==> src/pkg/oas_pkg.sv <==
// constants and carrier types for the operand decode / skip timing block
// assumes a 12-bit data-memory address made of a 4-bit bank and 8-bit offset
package oas_pkg;

   // data memory banks
   localparam logic [3:0] OAS_BANK_0 = 4'h0;
   localparam logic [3:0] OAS_BANK_4 = 4'h4;
   localparam logic [3:0] OAS_BANK_15 = 4'hF;

   // fixed i/o areas and program-memory limits
   localparam logic [11:0] OAS_FMEM_LO0 = 12'hFB0;
   localparam logic [11:0] OAS_FMEM_HI0 = 12'hFBF;
   localparam logic [11:0] OAS_FMEM_LO1 = 12'hFF0;
   localparam logic [11:0] OAS_FMEM_HI1 = 12'hFFF;
   localparam logic [11:0] OAS_PMEM_LO = 12'hFC0;
   localparam logic [11:0] OAS_PMEM_HI = 12'hFFF;
   localparam logic [11:0] OAS_TADDR_LO = 12'h020;
   localparam logic [11:0] OAS_TADDR_HI = 12'h07F;
   localparam logic [11:0] OAS_FADDR_HI = 12'h7FF;

   // relative branch reach, in locations from the current pc
   localparam logic signed [12:0] OAS_REL_BACK_MIN = -13'sh00F;
   localparam logic signed [12:0] OAS_REL_BACK_MAX = -13'sh001;
   localparam logic signed [12:0] OAS_REL_FWD_MIN = 13'sh002;
   localparam logic signed [12:0] OAS_REL_FWD_MAX = 13'sh010;

   // register codes: X, A, B, C, D, E, H, L
   localparam logic [2:0] OAS_REG_A = 3'h1;
   // pair codes: XA, BC, DE, HL; bit 2 picks the alternate bank
   localparam logic [1:0] OAS_RP_XA = 2'h0;
   localparam logic [1:0] OAS_RP_BC = 2'h1;
   localparam logic [1:0] OAS_RP_DE = 2'h2;

   // extra machine cycles of a skip
   localparam logic [1:0] OAS_SKIP_NONE = 2'h0;
   localparam logic [1:0] OAS_SKIP_SHORT = 2'h1;
   localparam logic [1:0] OAS_SKIP_LONG = 2'h2;

   // machine cycle settings; setting 0 is the reset value
   localparam logic [1:0] OAS_CLK_CTRL_RESET = 2'h0;
   localparam int OAS_MC_DIV_0 = 8;
   localparam int OAS_MC_DIV_1 = 4;
   localparam int OAS_MC_DIV_2 = 2;
   localparam int OAS_MC_DIV_3 = 1;

   typedef enum logic [4:0] {
      OAS_OC_REG = 5'h00, OAS_OC_REG1 = 5'h01, OAS_OC_RP = 5'h02,
      OAS_OC_RP1 = 5'h03, OAS_OC_RP2 = 5'h04, OAS_OC_RPX = 5'h05,
      OAS_OC_RPX1 = 5'h06, OAS_OC_RPA = 5'h07, OAS_OC_RIP = 5'h08,
      OAS_OC_N4 = 5'h09, OAS_OC_N8 = 5'h0A, OAS_OC_MEM = 5'h0B,
      OAS_OC_MEM8 = 5'h0C, OAS_OC_BIT = 5'h0D, OAS_OC_FMEM = 5'h0E,
      OAS_OC_PMEM = 5'h0F, OAS_OC_TADDR = 5'h10, OAS_OC_REL = 5'h11,
      OAS_OC_CADDR = 5'h12, OAS_OC_FADDR = 5'h13
   } oas_opclass_type;

   typedef enum logic [2:0] {
      OAS_PA_HL = 3'h0, OAS_PA_HL_INC = 3'h1, OAS_PA_HL_DEC = 3'h2,
      OAS_PA_DE = 3'h3, OAS_PA_DL = 3'h4
   } oas_rpa_type;

   typedef enum logic [2:0] {
      OAS_SO_OTHER = 3'h0, OAS_SO_BR_ABS = 3'h1,
      OAS_SO_BRANCH_ABS_ANY = 3'h2, OAS_SO_CALL_ABS = 3'h3,
      OAS_SO_CALL_ABS_ANY = 3'h4
   } oas_skipop_type;

   typedef struct packed {
      oas_opclass_type opclass;
      logic [11:0] operand;
      logic [11:0] pc;
   } oas_req_type;

   typedef struct packed {
      logic [7:0] hl;
      logic [7:0] de;
      logic [7:0] dl;
   } oas_ptr_type;

   typedef struct packed {
      logic unsupported;
      logic [3:0] bank;
      logic [11:0] addr;
      logic [2:0] reg_sel;
      logic alt_bank;
      logic [7:0] imm;
      logic [1:0] bit_sel;
      logic ptr_inc;
      logic ptr_dec;
   } oas_dec_type;

endpackage

==> src/oas_decoder.sv <==
// operand decode, data-memory bank resolution and skip cycle accounting
// assumes requests, pointers and bank flags come from core logic on clk_sys_in
`timescale 1ns/1ps
// What this block does
// - registers: A plus seven others; restricted class excludes A
// - pair classes: four with XA, three without, two, plus alternates
// - indirect: HL, HL+, HL-, DE, DL; restricted class only DE, DL
// - short immediates are 4 bits, long immediates 8 bits
// - direct address is 8 bits; bit number is a 2-bit field
// - bit i/o in FB0-FBF or FF0-FFF; pointer-bit i/o in FC0-FFF
// - table vector address lies in 20-7F and is even
// - bank enable clear: direct 00-7F go to bank 0, 80-FF to bank 15
// - bank enable set: direct bank is select; HL bank is enable AND select
// - DE and DL accesses always use bank 0
// - bit and pointer-bit i/o always use bank 15
// - relative target reaches pc-15 to pc-1 or pc+2 to pc+16
// - page jump target is 12 bits; short call 11 bits, 000-7FF
// - skip costs 0, 1 or 2 extra cycles by skipped length
// - only the four absolute branches and calls count as 3-byte
// - one machine cycle is one period of the selected cpu clock
module oas_decoder import oas_pkg::*; #(
   parameter int MC_DIV_0 = OAS_MC_DIV_0,
   parameter int MC_DIV_1 = OAS_MC_DIV_1,
   parameter int MC_DIV_2 = OAS_MC_DIV_2,
   parameter int MC_DIV_3 = OAS_MC_DIV_3
) (
   // clock, reset, enable
   input wire logic clk_sys_in,
   input wire logic rst_in,
   input wire logic ce_in,
   // configuration
   input wire logic [1:0] cpu_clock_ctrl_in,
   input wire logic bank_enable_flag_in,
   input wire logic [3:0] bank_select_reg_in,
   // decode request
   input wire logic req_valid_in,
   input wire oas_req_type req_in,
   input wire oas_ptr_type ptr_in,
   // skip report
   input wire logic skip_valid_in,
   input wire logic skip_taken_in,
   input wire oas_skipop_type skipped_op_in,
   // decode result
   output logic dec_valid_out,
   output oas_dec_type dec_out,
   // timing
   output logic mc_tick_out,
   output logic exec_suppress_out,
   output logic [1:0] skip_extra_out
);

   typedef enum logic [1:0] {
      OAS_SK_IDLE = 2'b01,
      OAS_SK_RUN = 2'b10
   } oas_skstate_type;

   oas_skstate_type sk_state;
   oas_skstate_type next_sk_state;
   logic [1:0] sk_cnt;
   logic [1:0] next_sk_cnt;
   logic [1:0] next_skip_extra;
   logic next_suppress;
   logic next_dec_valid;
   oas_dec_type next_dec;
   logic accept;
   logic skip_go;
   logic long_skip;

   oas_mc_timer #(
      .DIV_0(MC_DIV_0),
      .DIV_1(MC_DIV_1),
      .DIV_2(MC_DIV_2),
      .DIV_3(MC_DIV_3)
   ) u_timer (
      .clk_sys_in(clk_sys_in),
      .rst_in(rst_in),
      .ce_in(ce_in),
      .cpu_clock_ctrl_in(cpu_clock_ctrl_in),
      .mc_tick_out(mc_tick_out)
   );

   function automatic logic in_range(input logic [11:0] v,
                                     input logic [11:0] lo,
                                     input logic [11:0] hi);
      in_range = (v >= lo) && (v <= hi);
   endfunction

   function automatic logic bank_legal(input logic [3:0] b);
      bank_legal = (b == OAS_BANK_0) || (b == OAS_BANK_4) ||
                   (b == OAS_BANK_15);
   endfunction

   function automatic logic rel_ok(input logic [11:0] pc,
                                   input logic [11:0] tgt);
      logic signed [12:0] d;
      d = $signed({1'b0, tgt}) - $signed({1'b0, pc});
      rel_ok = ((d >= OAS_REL_BACK_MIN) && (d <= OAS_REL_BACK_MAX)) ||
               ((d >= OAS_REL_FWD_MIN) && (d <= OAS_REL_FWD_MAX));
   endfunction

   // decode only in a machine cycle that is not being skipped
   assign accept = ce_in && mc_tick_out && req_valid_in &&
                   (sk_state == OAS_SK_IDLE);
   assign skip_go = ce_in && mc_tick_out && skip_valid_in &&
                    (sk_state == OAS_SK_IDLE);
   assign long_skip = (skipped_op_in == OAS_SO_BR_ABS) ||
                      (skipped_op_in == OAS_SO_BRANCH_ABS_ANY) ||
                      (skipped_op_in == OAS_SO_CALL_ABS) ||
                      (skipped_op_in == OAS_SO_CALL_ABS_ANY);

   always_comb begin
      logic [11:0] op;
      logic [3:0] hl_bank;
      op = req_in.operand;
      hl_bank = {4{bank_enable_flag_in}} & bank_select_reg_in;
      next_dec_valid = ce_in ? accept : dec_valid_out;
      next_dec = dec_out;
      if (accept) begin
         next_dec = '0;
         case (req_in.opclass)
            OAS_OC_REG, OAS_OC_REG1: begin
               next_dec.reg_sel = op[2:0];
               next_dec.unsupported = (op[11:3] != 9'h000) ||
                  ((req_in.opclass == OAS_OC_REG1) &&
                   (op[2:0] == OAS_REG_A));
            end
            OAS_OC_RP, OAS_OC_RP1, OAS_OC_RP2: begin
               next_dec.reg_sel = {1'b0, op[1:0]};
               case (req_in.opclass)
                  OAS_OC_RP1:
                     next_dec.unsupported = (op[1:0] == OAS_RP_XA);
                  OAS_OC_RP2:
                     next_dec.unsupported = (op[1:0] != OAS_RP_BC) &&
                                            (op[1:0] != OAS_RP_DE);
                  default:
                     next_dec.unsupported = 1'b0;
               endcase
               if (op[11:2] != 10'h000) begin
                  next_dec.unsupported = 1'b1;
               end
            end
            OAS_OC_RPX, OAS_OC_RPX1: begin
               next_dec.reg_sel = {1'b0, op[1:0]};
               next_dec.alt_bank = op[2];
               next_dec.unsupported = (op[11:3] != 9'h000) ||
                  ((req_in.opclass == OAS_OC_RPX1) &&
                   (op[2:0] == {1'b0, OAS_RP_XA}));
            end
            OAS_OC_RPA, OAS_OC_RIP: begin
               next_dec.unsupported = (op[11:3] != 9'h000) ||
                  (op[2:0] > OAS_PA_DL) ||
                  ((req_in.opclass == OAS_OC_RIP) &&
                   (op[2:0] < OAS_PA_DE));
               case (op[2:0])
                  OAS_PA_DE: begin
                     next_dec.addr = {OAS_BANK_0, ptr_in.de};
                  end
                  OAS_PA_DL: begin
                     next_dec.addr = {OAS_BANK_0, ptr_in.dl};
                  end
                  default: begin
                     next_dec.bank = hl_bank;
                     next_dec.addr = {hl_bank, ptr_in.hl};
                     next_dec.ptr_inc = (op[2:0] == OAS_PA_HL_INC);
                     next_dec.ptr_dec = (op[2:0] == OAS_PA_HL_DEC);
                     if (!bank_legal(hl_bank)) begin
                        next_dec.unsupported = 1'b1;
                     end
                  end
               endcase
            end
            OAS_OC_N4: begin
               next_dec.imm = {4'h0, op[3:0]};
               next_dec.unsupported = (op[11:4] != 8'h00);
            end
            OAS_OC_N8: begin
               next_dec.imm = op[7:0];
               next_dec.unsupported = (op[11:8] != 4'h0);
            end
            OAS_OC_MEM, OAS_OC_MEM8: begin
               if (bank_enable_flag_in) begin
                  next_dec.bank = bank_select_reg_in;
               end else begin
                  next_dec.bank = op[7] ? OAS_BANK_15 : OAS_BANK_0;
               end
               next_dec.addr = {next_dec.bank, op[7:0]};
               // odd address on an 8-bit transfer is a program error
               next_dec.unsupported = (op[11:8] != 4'h0) ||
                  !bank_legal(next_dec.bank) ||
                  ((req_in.opclass == OAS_OC_MEM8) && op[0]);
            end
            OAS_OC_BIT: begin
               next_dec.bit_sel = op[1:0];
               next_dec.unsupported = (op[11:2] != 10'h000);
            end
            OAS_OC_FMEM: begin
               next_dec.bank = OAS_BANK_15;
               next_dec.addr = op;
               next_dec.unsupported =
                  !(in_range(op, OAS_FMEM_LO0, OAS_FMEM_HI0) ||
                    in_range(op, OAS_FMEM_LO1, OAS_FMEM_HI1));
            end
            OAS_OC_PMEM: begin
               next_dec.bank = OAS_BANK_15;
               next_dec.addr = op;
               next_dec.unsupported =
                  !in_range(op, OAS_PMEM_LO, OAS_PMEM_HI);
            end
            OAS_OC_TADDR: begin
               next_dec.addr = op;
               next_dec.unsupported =
                  !in_range(op, OAS_TADDR_LO, OAS_TADDR_HI) ||
                  op[0];
            end
            OAS_OC_REL: begin
               next_dec.addr = op;
               next_dec.unsupported = !rel_ok(req_in.pc, op);
            end
            OAS_OC_CADDR: begin
               next_dec.addr = op;
            end
            OAS_OC_FADDR: begin
               next_dec.addr = op;
               next_dec.unsupported = (op > OAS_FADDR_HI);
            end
            default: begin
               next_dec.unsupported = 1'b1;
            end
         endcase
      end
   end

   always_ff @(posedge clk_sys_in or posedge rst_in) begin
      if (rst_in) begin
         dec_valid_out <= 1'b0;
         dec_out <= '0;
      end else begin
         dec_valid_out <= next_dec_valid;
         dec_out <= next_dec;
      end
   end

   // skip: the extra cycles fetch the next instruction but suppress it
   always_comb begin
      next_sk_state = sk_state;
      next_sk_cnt = sk_cnt;
      next_skip_extra = skip_extra_out;
      next_suppress = exec_suppress_out;
      case (sk_state)
         OAS_SK_IDLE: begin
            if (skip_go) begin
               if (skip_taken_in) begin
                  next_skip_extra = long_skip ? OAS_SKIP_LONG
                                              : OAS_SKIP_SHORT;
                  next_sk_cnt = next_skip_extra;
                  next_sk_state = OAS_SK_RUN;
                  next_suppress = 1'b1;
               end else begin
                  next_skip_extra = OAS_SKIP_NONE;
               end
            end
         end
         OAS_SK_RUN: begin
            if (ce_in && mc_tick_out) begin
               if (sk_cnt == OAS_SKIP_SHORT) begin
                  next_sk_state = OAS_SK_IDLE;
                  next_sk_cnt = OAS_SKIP_NONE;
                  next_suppress = 1'b0;
               end else begin
                  next_sk_cnt = sk_cnt - 2'h1;
               end
            end
         end
         default: begin
            next_sk_state = OAS_SK_IDLE;
            next_sk_cnt = OAS_SKIP_NONE;
            next_suppress = 1'b0;
         end
      endcase
   end

   always_ff @(posedge clk_sys_in or posedge rst_in) begin
      if (rst_in) begin
         sk_state <= OAS_SK_IDLE;
         sk_cnt <= OAS_SKIP_NONE;
         skip_extra_out <= OAS_SKIP_NONE;
         exec_suppress_out <= 1'b0;
      end else if (ce_in) begin
         sk_state <= next_sk_state;
         sk_cnt <= next_sk_cnt;
         skip_extra_out <= next_skip_extra;
         exec_suppress_out <= next_suppress;
      end
   end
endmodule

==> src/oas_mc_timer.sv <==
// machine cycle timer: one tick per cpu clock period
// assumes the period setting comes from core logic on the same clock
`timescale 1ns/1ps
module oas_mc_timer import oas_pkg::*; #(
   parameter int DIV_0 = OAS_MC_DIV_0,
   parameter int DIV_1 = OAS_MC_DIV_1,
   parameter int DIV_2 = OAS_MC_DIV_2,
   parameter int DIV_3 = OAS_MC_DIV_3
) (
   // clock, reset, enable
   input wire logic clk_sys_in,
   input wire logic rst_in,
   input wire logic ce_in,
   // period setting
   input wire logic [1:0] cpu_clock_ctrl_in,
   // tick
   output logic mc_tick_out
);

   logic [7:0] cnt;
   logic [7:0] next_cnt;
   logic next_tick;

   function automatic logic [7:0] last_count(input logic [1:0] sel);
      case (sel)
         2'h0: last_count = 8'(DIV_0 - 1);
         2'h1: last_count = 8'(DIV_1 - 1);
         2'h2: last_count = 8'(DIV_2 - 1);
         default: last_count = 8'(DIV_3 - 1);
      endcase
   endfunction

   // a change of setting takes effect at the next tick boundary or sooner
   always_comb begin
      next_cnt = cnt;
      next_tick = mc_tick_out;
      if (ce_in) begin
         if (cnt >= last_count(cpu_clock_ctrl_in)) begin
            next_cnt = 8'h00;
            next_tick = 1'b1;
         end else begin
            next_cnt = cnt + 8'h01;
            next_tick = 1'b0;
         end
      end
   end

   always_ff @(posedge clk_sys_in or posedge rst_in) begin
      if (rst_in) begin
         cnt <= 8'h00;
         mc_tick_out <= 1'b0;
      end else begin
         cnt <= next_cnt;
         mc_tick_out <= next_tick;
      end
   end

endmodule

==> config.mk <==
export PLATFORM = sky130hd
export DESIGN_NAME = oas_decoder
export DESIGN_NICKNAME = d
export VERILOG_FILES = /design/src/pkg/oas_pkg.sv /design/src/oas_decoder.sv /design/src/oas_mc_timer.sv
export SDC_FILE = /design/constraint.sdc
export NUM_CORES = 1
export LEC_CHECK = 0
export BUFFER_PORTS_ARGS = -buffer_cell sky130_fd_sc_hd__buf_2
export CAP_MARGIN = 20
export CORE_ASPECT_RATIO = 1.75
export CORE_MARGIN = 3
export CORE_UTILIZATION = 43
export CTS_CLUSTER_DIAMETER = 200
export DETAILED_ROUTE_END_ITERATION = 10
export PLACE_DENSITY = 0.76
export SLEW_MARGIN = 20
export SYNTH_ARGS = -nofsm -noshare
export SYNTH_HDL_FRONTEND = slang
export SYNTH_HIERARCHICAL = 1
export SYNTH_SLANG_ARGS = --single-unit
==> constraint.sdc <==
create_clock -name clk_sys_in -period 6.99 [get_ports clk_sys_in]
set_input_delay 0.699 -clock clk_sys_in [delete_from_list [all_inputs] [get_ports clk_sys_in]]
set_output_delay 0.699 -clock clk_sys_in [all_outputs]
set_load 0.05 [all_outputs]
==> results.txt <==
The flow ran to the end, and the final reports show no timing, DRC or antenna violations. The mapped netlist covers 3597 um^2. At the later pin of the worst-skew pair, clock insertion delay measures 0.29 ns. The clock root buffer was sky130_fd_sc_hd__clkbuf_16. Buffers inserted during clock tree synthesis total 5. TritonCTS built the clock tree.

The total of hold buffers inserted after clock tree synthesis is 0. For the maximum ir drop on the vdd rail, the log shows 111.5 uV. The H-tree generated during clock tree synthesis spans 2 levels. The tools report the post-CTS resize count as 0. For the number of fill cells, the log shows 742. Entering global routing, the biggest net connects 33 pins. In this run the worst path has a maximum fanout of 9. Leaving out fill and tap cells, the most frequent cell in the layout is sky130_fd_sc_hd__buf_2.

Setup total negative slack on the finished layout was measured at 0 ns. The wire length after detailed routing was 10.20 mm; the sum of net half-perimeters after detailed placement was 8.238 mm. For the pin with the worst max-slew slack, the measured transition is 0.9305 ns. After layout, the worst path uses 46.20% of the clock period. For the post-CTS setup buffer count, the log shows 0.

The global-route wire length before repair is 16.91 mm, and the count of flip-flops with a built-in enable after synthesis is 0. In this run, synthesis produced a sequential element count of 49. The tightest hold margin is 0.3862 ns.

Measured in cells, the most critical reg-to-reg path has a length of 8. The total power per unit cell area was 276.8 nW/um^2. Summed over all cells, the static leakage comes to 0.002176 uW. The worst register-to-register path begins at sk_state[0].

The die covers 9542 um^2. Averaged over all synthesized cells, the footprint is 8.565 um^2. The headroom to the max-slew limit is 37.18%, and the maximum clock rate is 309.7 MHz. The first routing iteration left 159 violations. STA classifies the critical path endpoint as a register. The number of antenna diodes in the final layout is 0. The clock passes through at most 2 buffers. The tools report the count of cell types in the netlist as 68. The combined area of the multi-input logic cells was 2163 um^2. The required time at the worst-slack endpoint is 7.16 ns, and the final weighted congestion in routability-driven placement is 0.9563.

The run gives 34.12% as the sequential element share of the synthesized area. Width of the chip: 75.14 um. Once detail routing completed, the nets flagged for antenna violations numbered 0. The logs give 22.47% for the total global routing track utilization and 420 for the number of instances in the synthesized netlist.

In the final routed layout, each cell accounts on average for 16.74 um. Counting I/O delays and the setup requirement, the final critical path takes 3.229 ns. The run gives 43 as the floorplan row count.

The number of antenna violations at the first check in global routing was 0. The starting density of the core is 44.87%. The tools report the final standard cell utilization of the core as 53.60%. The critical path launch point type was an input port.

Share of Yosys cell area claimed by the top area cell type: 33.39%. The area occupied by registers was 1227 um^2; the hold violation total from the final report was 0. Clock-pin slew was measured on the worst setup and hold paths at 0.06 ns. In the routed layout, each cell is associated on average with a via count of 5.898.

For this run, design rule violations remaining after detail routing come to 0. Top flip-flop cell by instance count after synthesis: sky130_fd_sc_hd__dfrtp_1. Of the cells placed in the final design, the portion with a size suffix greater than 1 is 25.63%.

The total overflow left after global routing is 0. The count of input and output buffers was 106. Sorting the synthesized cells by area gives the leading types as sky130_fd_sc_hd__dfrtp_1 (33%), sky130_fd_sc_hd__ha_1 (8.0%), sky130_fd_sc_hd__nand2_1 (5.5%).

Between clock sinks in the finished design, the worst skew comes to 0.002987 ns. The final-stage net count came out at 611. The min-delay analysis places its worst path in the category input port to async pin. Counting flops with an async set or reset pin after synthesis yields a share of 100.0%. Setup repair after global routing left no endpoint under its margin.

The library cells used most frequently in the layout, excluding fill and tap cells, are sky130_fd_sc_hd__buf_2 (106), sky130_fd_sc_hd__nand2_1 (53), sky130_fd_sc_hd__dfrtp_1 (48). The arrival time of data at the critical path endpoint was 3.40 ns; the count of warnings emitted by yosys was 6. During I/O placement, the number of pins put on the boundary was 107. The placeable core area was 8016 um^2; the detailed-routing iteration count for the pre-antenna-repair pass was 7. The routed layout has 3592 vias. The via count of the first global-routing pass was 3626. The number of endpoints failing setup at the final stage was 0. The kind of critical path was input port to register. The endpoint identified for the worst register-to-register timing path is dec_out[32]. Across the run, the number of max-cap violations was 0. Relative to the synthesized area, the layout overhead comes to 19.44%.

Counting every sink on the clock net gives 49. In this run the register-to-register setup slack is 3.86 ns. Measured along the y axis, the die boundary spans 127.0 um. Max-slew violation total from the final report: 0. The run gives 513 as the post-synthesis net count. The most area-hungry cell type in the Yosys netlist is sky130_fd_sc_hd__dfrtp_1.
==> metal layers <==
layer / GRT usage (%) / vias to the layer above / wire length [um]
met1: 26.79 / 1693 / 3750
met2: 39.00 / 159 / 5376
met4: 10.61 / 0 / 329
li1: - / 1718 / -
met3: 2.441 / 22 / 740
met5: 0 / - / 0
==> area by class of cell <==
class                           count  share of cell area (%)
Tap cell                           90                   2.621
Multi-Input combinational cell    327                   50.35
Clock buffer                        8                   3.407
Sequential cell                    49                   28.57
Timing Repair Buffer              108                   12.70
Inverter                           27                   2.359
==> flip-flops by register name, indices dropped and copies added, names as in the netlist <==
signal               count
exec_suppress_out        1
u_timer/cnt              8
skip_extra_out           2
dec_valid_out            1
sk_state                 1
dec_out                 33
sk_cnt                   2
u_timer/mc_tick_out      1
==> where the power goes <==
| part | internal, uW | switching, uW | leakage, uW | total, uW |
|---|---|---|---|---|
| registers | 354 | 50.4 | 0.000655 | 405 |
| clock network | 143 | 98.2 | 0.0000712 | 241 |
| logic | 173 | 371 | 0.00145 | 544 |
==> through the flow <==
stage,area [um^2],power [uW],instances,setup slack (ns)
after detailed placement,4150,953.6,601,3.525
final,4297,1189,609,3.761
after floorplan,3597,814.6,420,4.016
after global routing,4297,1261,609,3.537
after CTS,4297,1194,609,3.828
after global placement,4150,938.3,601,3.608
==> how the worst max path moves through the flow <==
| stage | start | to | slack, ns | depth (start not counted) |
|---|---|---|---|---|
| after floorplan | req_in[12] | dec_out[32] | 4.02 | 11 |
| after global placement | req_in[12] | dec_out[32] | 3.61 | 12 |
| after detailed placement | req_in[12] | dec_out[32] | 3.53 | 12 |
| after CTS | req_in[12] | dec_out[32] | 3.83 | 12 |
| after global routing | req_in[12] | dec_out[32] | 3.54 | 12 |
| final | req_in[12] | dec_out[32] | 3.76 | 12 |
==> cells by family (layout without fill, tap and decap cells) <==
group / count (synthesis) / in the layout / share of synthesized area [%]
simple gates: 164 / 164 / 23.69
compound gates: 117 / 117 / 22.30
flops: 49 / 49 / 34.12
buf+inv: 44 / 143 / 5.739
fa+ha+maj: 24 / 24 / 8.557
xor+xnor: 16 / 16 / 3.896
mux: 6 / 6 / 1.704
==> critical path, stage by stage <==
cell and delay, ns:
sky130_fd_sc_hd__buf_2 0.16, sky130_fd_sc_hd__inv_1 0.12, sky130_fd_sc_hd__ha_1 0.17, sky130_fd_sc_hd__inv_1 0.05, sky130_fd_sc_hd__fa_1 0.40, sky130_fd_sc_hd__a211oi_1 0.46
sky130_fd_sc_hd__o21bai_1 0.15, sky130_fd_sc_hd__a21oi_1 0.19, sky130_fd_sc_hd__xnor2_1 0.10, sky130_fd_sc_hd__or4_1 0.50, sky130_fd_sc_hd__nor4b_1 0.31, sky130_fd_sc_hd__nor3_1 0.08
==> Yosys cell counts, drive strengths merged (3+ instances only) <==
| cell | n |
|---|---|
| a21oi | 16 |
| clkbuf | 8 |
| a21o | 8 |
| nor3 | 10 |
| nor2 | 36 |
| and2b | 4 |
| dfrtp | 48 |
| xor2 | 8 |
| and2 | 3 |
| a31oi | 5 |
| a222oi | 5 |
| o31ai | 3 |
| o22a | 4 |
| buf | 9 |
| a211oi | 5 |
| ha | 23 |
| nand3 | 12 |
| o21ai | 41 |
| or4 | 3 |
| nor3b | 4 |
| a22o | 12 |
| xnor2 | 8 |
| a221oi | 3 |
| inv | 27 |
| nor2b | 9 |
| and3 | 5 |
| nand2 | 53 |
| nand4 | 8 |
| mux2i | 5 |
No activity file was read; power rests on OpenSTA's default activity.
